==> config.mk <==
export PLATFORM = sky130hd
export DESIGN_NAME = cpd_counter
export DESIGN_NICKNAME = d
export VERILOG_FILES = /design/src/rtl/cpd_pkg.sv /design/src/rtl/cpd_counter.sv /design/src/rtl/cpd_quad_dec.sv /design/src/rtl/cpd_sync.sv
export SDC_FILE = /design/constraint.sdc
export NUM_CORES = 1
export LEC_CHECK = 0
export BUFFER_PORTS_ARGS = -buffer_cell sky130_fd_sc_hd__buf_2
export CAP_MARGIN = 20
export CORE_ASPECT_RATIO = 1.2
export CORE_MARGIN = 2
export CORE_UTILIZATION = 55
export DETAILED_ROUTE_END_ITERATION = 10
export PLACE_DENSITY = 0.8
export SLEW_MARGIN = 10
export SYNTH_ARGS = -nofsm -noshare
export SYNTH_HDL_FRONTEND = slang
export SYNTH_SLANG_ARGS = --single-unit
==> constraint.sdc <==
create_clock -name pclk -period 4.5 [get_ports pclk]
set_clock_uncertainty 0.2 [all_clocks]
set_input_delay 0.225 -clock pclk [delete_from_list [all_inputs] [get_ports pclk]]
set_output_delay 0.225 -clock pclk [all_outputs]
set_load 0.005 [all_outputs]
==> src/rtl/cpd_pkg.sv <==
// Shared constants, types and register map of the counter period/position decoder
package cpd_pkg;
    localparam int CPD_W = 32;
    localparam int CPD_NIN = 6;

    // Input pin indices into the synchroniser
    localparam int IN_A = 0;
    localparam int IN_B = 1;
    localparam int IN_Z = 2;
    localparam int IN_GATE = 3;
    localparam int IN_SRC = 4;
    localparam int IN_SMP = 5;

    // Register byte offsets
    localparam logic [7:0] ADDR_CTRL = 8'h00;
    localparam logic [7:0] ADDR_STAT = 8'h04;
    localparam logic [7:0] ADDR_COUNT = 8'h08;
    localparam logic [7:0] ADDR_RES = 8'h0c;
    localparam logic [7:0] ADDR_RELOAD = 8'h10;
    localparam logic [7:0] ADDR_DIVN = 8'h14;
    localparam logic [7:0] ADDR_GATE = 8'h18;
    localparam logic [7:0] ADDR_CAP = 8'h1c;

    // Field positions
    localparam int CTL_ARM = 0;
    localparam int CTL_CFG_LSB = 1;
    localparam int CTL_CFG_W = 11;
    localparam int STA_DONE = 0;
    localparam int STA_CAPV = 1;

    // Reset values
    localparam logic [CPD_W-1:0] CPD_DIVN_RST = 32'h0000_0001;
    localparam logic [CPD_W-1:0] CPD_GATE_RST = 32'h0000_0100;

    typedef enum logic [2:0] {
        CPD_PERIOD = 3'h0,
        CPD_LARGE = 3'h1,
        CPD_HIGHF = 3'h2,
        CPD_QUAD = 3'h3,
        CPD_TWOP = 3'h4
    } cpd_mode_e;

    typedef enum logic [1:0] {
        SINGLE_EDGE_DECODE = 2'h0,
        DOUBLE_EDGE_DECODE = 2'h1,
        QUAD_EDGE_DECODE = 2'h2
    } cpd_dec_e;

    typedef enum logic [4:0] {
        ST_IDLE = 5'h01,
        ST_WAIT = 5'h02,
        ST_MEAS = 5'h04,
        ST_GATING = 5'h08,
        ST_POS = 5'h10
    } cpd_st_e;

    // Packs into CTRL bits 11:1, mode lowest
    typedef struct packed {
        logic zen;
        logic [1:0] zph;
        logic sext;
        logic spol;
        logic gpol;
        cpd_dec_e dec;
        cpd_mode_e mode;
    } cpd_cfg_s;

    typedef struct packed {
        logic [CPD_NIN-1:0] lvl;
        logic [CPD_NIN-1:0] rise;
        logic [CPD_NIN-1:0] fall;
    } cpd_edge_s;

    typedef struct packed {
        logic [CPD_NIN-1:0] s1;
        logic [CPD_NIN-1:0] s2;
        logic [CPD_NIN-1:0] s3;
        logic [CPD_NIN-1:0] lvl;
        logic [CPD_NIN-1:0] prev;
    } cpd_sync_s;

    typedef struct packed {
        cpd_st_e state;
        cpd_cfg_s cfg;
        logic done;
        logic capv;
        logic zdone;
        logic [15:0] tb_cnt;
        logic [CPD_W-1:0] cnt;
        logic [CPD_W-1:0] pair;
        logic [CPD_W-1:0] res;
        logic [CPD_W-1:0] cap;
        logic [CPD_W-1:0] reload;
        logic [CPD_W-1:0] divn;
        logic [CPD_W-1:0] gticks;
        logic [CPD_W-1:0] prdata;
    } cpd_state_s;

    localparam cpd_cfg_s CPD_CFG_RST = '{mode: CPD_PERIOD, dec: SINGLE_EDGE_DECODE, default: '0};
    localparam cpd_state_s CPD_STATE_RST = '{state: ST_IDLE, cfg: CPD_CFG_RST,
        divn: CPD_DIVN_RST, gticks: CPD_GATE_RST, default: '0};
endpackage

==> src/rtl/cpd_counter.sv <==
// Counter with period, two-counter frequency and encoder position modes
module cpd_counter #(
    parameter logic [15:0] TB_DIV = 16'h0001
) (
    // Clock and reset
    input wire logic pclk,
    input wire logic presetn,
    // APB slave
    input wire logic [7:0] paddr,
    input wire logic psel,
    input wire logic penable,
    input wire logic pwrite,
    input wire logic [31:0] pwdata,
    input wire logic [3:0] pstrb,
    output logic [31:0] prdata,
    output logic pready,
    output logic pslverr,
    // Encoder and measurement pins
    input wire logic enc_a,
    input wire logic enc_b,
    input wire logic enc_z,
    input wire logic gate_in,
    input wire logic source_in,
    input wire logic sample_clk_in
);
    cpd_pkg::cpd_state_s q, n;
    cpd_pkg::cpd_edge_s ed;
    logic up;
    logic down;
    logic two;
    logic tick;
    logic gev;
    logic zhit;
    logic fire;
    logic wr;
    logic ctrl_wr;
    logic meas_end;
    logic [31:0] mw;
    logic [31:0] tgt;

    function automatic logic [31:0] wmask(input logic [31:0] old, input logic [31:0] wd,
                                          input logic [3:0] strb);
        for (int i = 0; i < 4; i++) begin
            wmask[i*8 +: 8] = strb[i] ? wd[i*8 +: 8] : old[i*8 +: 8];
        end
    endfunction

    function automatic logic [31:0] ctrl_word(input cpd_pkg::cpd_state_s s);
        ctrl_word = {20'h0, s.cfg, s.state != cpd_pkg::ST_IDLE};
    endfunction

    function automatic logic mapped(input logic [7:0] a);
        mapped = (a[1:0] == 2'h0) && (a <= cpd_pkg::ADDR_CAP);
    endfunction

    function automatic logic [31:0] rd_word(input logic [7:0] a, input cpd_pkg::cpd_state_s s);
        rd_word = 32'h0;
        if (mapped(a)) begin
            unique case (a[4:2])
                3'h0: rd_word = ctrl_word(s);
                3'h1: rd_word = {28'h0, s.state inside {cpd_pkg::ST_MEAS, cpd_pkg::ST_GATING},
                                 s.state != cpd_pkg::ST_IDLE, s.capv, s.done};
                3'h2: rd_word = s.cnt;
                3'h3: rd_word = s.res;
                3'h4: rd_word = s.reload;
                3'h5: rd_word = s.divn;
                3'h6: rd_word = s.gticks;
                3'h7: rd_word = s.cap;
            endcase
        end
    endfunction

    // A, B, Z, gate, timebase and sample clock all cross in
    cpd_sync u_sync (
        .pclk(pclk),
        .presetn(presetn),
        .pins({sample_clk_in, source_in, gate_in, enc_z, enc_b, enc_a}),
        .edges(ed)
    );

    cpd_quad_dec u_dec (
        .mode(q.cfg.dec),
        .two_pulse(two),
        .ed(ed),
        .up(up),
        .down(down)
    );

    assign two = q.cfg.mode == cpd_pkg::CPD_TWOP;
    assign wr = psel & penable & pwrite;
    assign ctrl_wr = wr && (paddr == cpd_pkg::ADDR_CTRL);
    assign mw = wmask(ctrl_word(q), pwdata, pstrb);
    // Internal timebase is a divided enable; external one is the chosen source edge
    assign tick = q.cfg.sext ? (q.cfg.spol ? ed.fall[cpd_pkg::IN_SRC] : ed.rise[cpd_pkg::IN_SRC])
                             : (q.tb_cnt == 16'h0);
    assign gev = q.cfg.gpol ? ed.fall[cpd_pkg::IN_GATE] : ed.rise[cpd_pkg::IN_GATE];
    // Divide-by-N of zero is treated as one
    assign tgt = (q.cfg.mode == cpd_pkg::CPD_LARGE && q.divn != 32'h0) ? q.divn : 32'h1;
    assign meas_end = gev && (q.pair + 32'h1 >= tgt);
    assign zhit = q.cfg.zen && !two && ed.lvl[cpd_pkg::IN_Z]
                  && ({ed.lvl[cpd_pkg::IN_A], ed.lvl[cpd_pkg::IN_B]} == q.cfg.zph);
    // A step in the same cycle defers the reload by one cycle
    assign fire = (q.state == cpd_pkg::ST_POS) && zhit && !q.zdone && !up && !down;

    always_comb begin
        n = q;
        n.tb_cnt = (q.tb_cnt >= TB_DIV - 16'h1) ? 16'h0 : q.tb_cnt + 16'h1;
        if (psel && !penable) begin
            n.prdata = rd_word(paddr, q);
        end
        // Register writes; flag clears come before the engine so a set wins
        if (wr) begin
            unique case (paddr)
                cpd_pkg::ADDR_STAT: begin
                    if (pstrb[0] && pwdata[cpd_pkg::STA_DONE]) begin
                        n.done = 1'b0;
                    end
                    if (pstrb[0] && pwdata[cpd_pkg::STA_CAPV]) begin
                        n.capv = 1'b0;
                    end
                end
                cpd_pkg::ADDR_RELOAD: n.reload = wmask(q.reload, pwdata, pstrb);
                cpd_pkg::ADDR_DIVN: n.divn = wmask(q.divn, pwdata, pstrb);
                cpd_pkg::ADDR_GATE: n.gticks = wmask(q.gticks, pwdata, pstrb);
                default: begin
                end
            endcase
        end
        unique case (q.state)
            cpd_pkg::ST_IDLE: begin
            end
            cpd_pkg::ST_WAIT: begin
                if (gev) begin
                    n.state = cpd_pkg::ST_MEAS;
                    n.cnt = 32'h0;
                    n.pair = 32'h0;
                end
            end
            cpd_pkg::ST_MEAS: begin
                if (tick) begin
                    n.cnt = q.cnt + 32'h1;
                end
                if (gev) begin
                    // Paired counter tallies every gate period until the divide-by-N target
                    n.pair = q.pair + 32'h1;
                end
                if (meas_end) begin
                    n.res = q.cnt + {31'h0, tick};
                    n.done = 1'b1;
                    n.state = cpd_pkg::ST_IDLE;
                end
            end
            cpd_pkg::ST_GATING: begin
                if (gev) begin
                    n.cnt = q.cnt + 32'h1;
                end
                if (tick) begin
                    // Paired counter times the known gating pulse
                    n.pair = q.pair - 32'h1;
                    if (q.pair <= 32'h1) begin
                        n.res = q.cnt + {31'h0, gev};
                        n.done = 1'b1;
                        n.state = cpd_pkg::ST_IDLE;
                    end
                end
            end
            cpd_pkg::ST_POS: begin
                if (up) begin
                    n.cnt = q.cnt + 32'h1;
                end else if (down) begin
                    n.cnt = q.cnt - 32'h1;
                end else if (fire) begin
                    n.cnt = q.reload;
                end
                // Cleared once the phase or the index is left
                n.zdone = zhit && (q.zdone || fire);
                if (ed.rise[cpd_pkg::IN_SMP]) begin
                    n.cap = q.cnt;
                    n.capv = 1'b1;
                end
            end
        endcase
        if (ctrl_wr) begin
            n.cfg = cpd_pkg::cpd_cfg_s'(mw[cpd_pkg::CTL_CFG_LSB +: cpd_pkg::CTL_CFG_W]);
            n.state = cpd_pkg::ST_IDLE;
            if (mw[cpd_pkg::CTL_ARM]) begin
                n.cnt = 32'h0;
                n.zdone = 1'b0;
                n.done = 1'b0;
                // Unknown mode codes leave the counter idle
                case (n.cfg.mode)
                    cpd_pkg::CPD_PERIOD, cpd_pkg::CPD_LARGE: n.state = cpd_pkg::ST_WAIT;
                    cpd_pkg::CPD_HIGHF: begin
                        n.state = cpd_pkg::ST_GATING;
                        n.pair = q.gticks;
                    end
                    cpd_pkg::CPD_QUAD, cpd_pkg::CPD_TWOP: n.state = cpd_pkg::ST_POS;
                    default: n.state = cpd_pkg::ST_IDLE;
                endcase
            end
        end
    end

    always_ff @(posedge pclk or negedge presetn) begin
        if (!presetn) begin
            q <= cpd_pkg::CPD_STATE_RST;
        end else begin
            q <= n;
        end
    end

    assign prdata = q.prdata;
    assign pready = 1'b1;
    assign pslverr = psel & penable & ~mapped(paddr);
endmodule

==> src/rtl/cpd_quad_dec.sv <==
// Quadrature and two-pulse direction decoder, purely combinational
module cpd_quad_dec (
    // Configuration
    input cpd_pkg::cpd_dec_e mode,
    input wire logic two_pulse,
    // Clean encoder levels and edges
    input cpd_pkg::cpd_edge_s ed,
    // Count steps
    output logic up,
    output logic down
);
    logic a;
    logic b;
    logic ae;
    logic be;

    always_comb begin
        a = ed.lvl[cpd_pkg::IN_A];
        b = ed.lvl[cpd_pkg::IN_B];
        ae = ed.rise[cpd_pkg::IN_A] | ed.fall[cpd_pkg::IN_A];
        be = ed.rise[cpd_pkg::IN_B] | ed.fall[cpd_pkg::IN_B];
        up = 1'b0;
        down = 1'b0;
        if (two_pulse) begin
            // Coincident pulses cancel out
            up = ed.rise[cpd_pkg::IN_A] & ~ed.rise[cpd_pkg::IN_B];
            down = ed.rise[cpd_pkg::IN_B] & ~ed.rise[cpd_pkg::IN_A];
        end else if (!(ae && be)) begin
            // Both channels moving at once is a glitch, not a step
            unique case (mode)
                cpd_pkg::SINGLE_EDGE_DECODE: begin
                    up = ed.rise[cpd_pkg::IN_A] & ~b;
                    down = ed.fall[cpd_pkg::IN_A] & ~b;
                end
                cpd_pkg::DOUBLE_EDGE_DECODE: begin
                    up = ae & (a != b);
                    down = ae & (a == b);
                end
                cpd_pkg::QUAD_EDGE_DECODE: begin
                    up = (ae & (a != b)) | (be & (a == b));
                    down = (ae & (a == b)) | (be & (a != b));
                end
                default: begin
                    up = 1'b0;
                    down = 1'b0;
                end
            endcase
        end
    end
endmodule

==> src/rtl/cpd_sync.sv <==
// Three-stage pin synchroniser with agreement filter and edge pulses
module cpd_sync (
    // Clock and reset
    input wire logic pclk,
    input wire logic presetn,
    // Raw pins and clean result
    input wire logic [cpd_pkg::CPD_NIN-1:0] pins,
    output cpd_pkg::cpd_edge_s edges
);
    cpd_pkg::cpd_sync_s q, n;

    always_comb begin
        n = q;
        n.s1 = pins;
        n.s2 = q.s1;
        n.s3 = q.s2;
        // Level moves only where stages two and three agree
        n.lvl = (~(q.s2 ^ q.s3) & q.s2) | ((q.s2 ^ q.s3) & q.lvl);
        n.prev = q.lvl;
    end

    always_ff @(posedge pclk or negedge presetn) begin
        if (!presetn) begin
            q <= '0;
        end else begin
            q <= n;
        end
    end

    // Edges from registered levels only
    assign edges = '{lvl: q.lvl, rise: q.lvl & ~q.prev, fall: ~q.lvl & q.prev};
endmodule

==> results.cfg <==
[outcome]
status = completed

[yosys]
yosysUniqueCellTypes = 90
synth_edf_count = 0
synth-seq-cells = 304
synthesis.nets = 2273
syn_inst = 2172
yosysWarnings = 0
ys_seq_area_share_pct = 38.63
synth_top_area_share_pct = 38.23
synth_top_area_cell = dfrtp_1
synth.cell_area_sq_um = 19700
avgSynthCellArea_sq_um = 9.071
synthArstFlopShare_pct = 100.0
ys.flop_type = dfrtp_1
netlist_top_cells_area = dfrtp_1 38%, mux2_2 8.6%, nand2_1 3.8%

[route]
vias_per_cell = 7.040
dr_wl_met2_um = 32060
totalWireLength_um = 70940
met1_length_um = 26780
vias = 18973
wl_per_cell_um = 26.32
wl_met3_um = 7617
drc_errors = 0
firstDrtPassIters = 6
ant_nets = 0
drt_iter0_drc = 2667
maxUsedRoutingLayer = met5

[sta]
slew_violations = 0
setup_viol = 0
rsz0062_at_grt = no
hold_viol = 0
fin_tns_setup_ns = 0
fmax_mhz = 228.9
relSlewSlack_pct = 21.86
post-route-min-period_ns = 4.369
layout_worst_path_cycle_share_pct = 97.08
hold_ws_ns = 0.04385
worst_pin_slew_ns = 1.168

[placement]
dp_hpwl_um = 50780
gp_congestion = 0.9912
port_buffers = 87

[floorplanning]
dieHeight_um = 211.3
die_x_um = 176.8
core_area_sq_um = 35100
start_util_pct = 56.14
die_area_sq_um = 37360
core.rowCount = 75
io_pins = 89

[finish]
nNetsFinal = 2311
drive_above_1_share_pct = 19.70
area_growth_pct = 11.41
diodes = 0

[critical_path]
rr_startpoint = q[197]
worst_setup_path_start_kind = register
cp_data_arrival_time_ns = 4.64
rr_worst_depth = 14
required_ns = 4.77
crit_type = register to register
crit_path_max_fanout = 31
r2r-end = q[191]
end_kind = register
r2r_slack_ns = 0.13

[clock_network]
cts_num_sinks = 304
htreeDepth = 1
cts_made_buffers = 31
cts_tree = yes
cts.clk_slew.worst_paths_ns = 0.06
cts_resized = 0
clk_path_buf_depth = 3
root_buffer = clkbuf_16
clkLatencyLatePin_ns = 0.59

[job]
drv_cap = 0

[global_routing]
grt_start_max_net_pins = 115
grt_pass1_wl_um = 108000
grtUsageTotal_pct = 37.59
grt_pass1_vias = 18126
grt_antenna_before_repair = 1
grt_overflow = 0

[power_and_ir_drop]
clkPwrFrac_pct = 42.4
swShare_pct = 27.51
p_comb_share_pct = 12.6
seqPwrFrac_pct = 45.0
p_per_area_nw_per_um2 = 291.5
p_sw_w = 0.001760
p_leak_nw = 9.655
internal-power_w = 0.004638
ir_worst_vdd_v = 0.0002960

[worst_hold_path]
holdCritStartpoint = paddr[3]
hold_class = input port to register
whs_path_depth = 3
min_to = prdata[9]
-- state kept, by name (all words and copies together) (netlist names), named ones only --
signal	flops
q	243
u_sync.n	12
prdata	32
u_sync.q	11
-- stage by stage --
step	instance area (sq um)	utilization [%]	worst slack, ns	instances	power [W]
6_report	21950	62.54	0.1315	2695	0.006398
5_1_grt	21950	62.54	0.02059	2695	0.006587
4_1_cts	21940	62.52	0.2182	2694	0.006376
3_5_place_dp	20460	58.29	0.2336	2594	0.003674
3_3_place_gp	20460	58.29	0.3008	2594	0.003655
2_1_floorplan	19700	-	0.4719	2172	0.003359
-- repair_timing --
action,in CTS,in global routing
buffers inserted,0,1
hold buffers,44,0
endpoints found under the setup margin,0,24
endpoints found under the hold margin,237,0
-- cells by family (layout without fill, tap and decap cells) --
group	count (synthesis)	after routing	synth area share, %
and+or+nand+nor	718	718	18.11
AOI/OAI and AO/OA	616	616	21.13
DFF	304	304	38.63
buffers and inverters	249	310	5.652
muxes	190	190	11.36
adders and majority gates	52	52	3.226
xor gates and xnor gates	42	42	1.867
other	1	1	0.01903
-- per-layer routing --
metal,vias up,track usage (%)
li1,8206,-
met1,9222,49.74
met2,1268,58.49
met3,275,6.448
met4,2,21.35
met5,-,0
-- critical path: stages, from the launching register on --
cell      delay (ns)
dfrtp_1         0.44
nand2_1         0.13
or3_1           0.57
nor2_1          0.36
nand2_1         0.12
xnor2_1         0.24
ha_1            0.29
a21o_1          0.16
a21o_1          0.17
a21oi_1         0.24
o211ai_1        0.25
a21o_1          0.27
a21oi_4         0.18
buf_12          0.26
mux2_2          0.37
-- power groups by stage --
stage / registers, W / logic [W] / clock network (W)
final: 0.00288 / 0.000807 / 0.00271
after global routing: 0.00288 / 0.000869 / 0.00284
after floorplan: 0.00286 / 0.000502 / 0
after CTS: 0.00287 / 0.000786 / 0.00272
after global placement: 0.00292 / 0.000738 / 0
after detailed placement: 0.00292 / 0.000753 / 0
-- cells in the mapped netlist (12+ instances only) --
| cell type | count |
|---|---|
| mux2_4 | 22 |
| nand3_1 | 70 |
| o22ai_1 | 23 |
| a21o_1 | 15 |
| or3_1 | 15 |
| a22o_1 | 29 |
| and4_1 | 14 |
| a22oi_1 | 79 |
| clkbuf_1 | 144 |
| xor2_1 | 18 |
| buf_4 | 34 |
| inv_1 | 40 |
| a31oi_1 | 45 |
| nand4_1 | 43 |
| a211oi_1 | 13 |
| o31ai_1 | 19 |
| nand2_1 | 202 |
| a21oi_1 | 110 |
| mux2i_1 | 14 |
| a221oi_1 | 31 |
| o21ai_0 | 133 |
| nor4_1 | 44 |
| xnor2_1 | 24 |
| dfrtp_1 | 301 |
| nand2b_1 | 16 |
| nor2_1 | 172 |
| ha_1 | 46 |
| o211ai_1 | 19 |
| and3_1 | 24 |
| nor3_1 | 54 |
| o41ai_1 | 12 |
| mux2_2 | 151 |
| buf_2 | 16 |
-- layout by cell type, fill, tap and decap left out, types with 29 or more instances in the layout --
master and instances:
dfrtp_1 301, nand2_1 201, nor2_1 170, mux2_2 151, o21ai_0 133, a21oi_1 110
buf_2 86, a22oi_1 79, buf_4 78, nand3_1 70, nor3_1 52, ha_1 46
a31oi_1 45, dlygate4sd3_1 44, nor4_1 43, nand4_1 43, inv_1 40, a221oi_1 31
clkbuf_16 31, a22o_1 29
-- final cells by class --
cell class / instances / area, sq um
fillers: 2913 / 13150
multi-input cells: 1619 / 11030
well taps: 462 / 578.1
flip-flops and latches: 304 / 7611
clock inverters: 15 / 188.9
inverters: 42 / 157.7
clock buffers: 41 / 853.3
repair buffers: 212 / 1531
-- worst max path at each step --
stage	end	from	slack, ns	cells past startpoint
finish	q[191]	q[197]	0.13	14
global route	q[164]	q[197]	0.02	14
CTS	q[164]	q[193]	0.22	16
detailed placement	q[191]	q[193]	0.23	16
global placement	q[165]	q[197]	0.30	14
floorplan	q[166]	q[196]	0.47	16
Note: power is estimated with default switching activity, not from simulation.
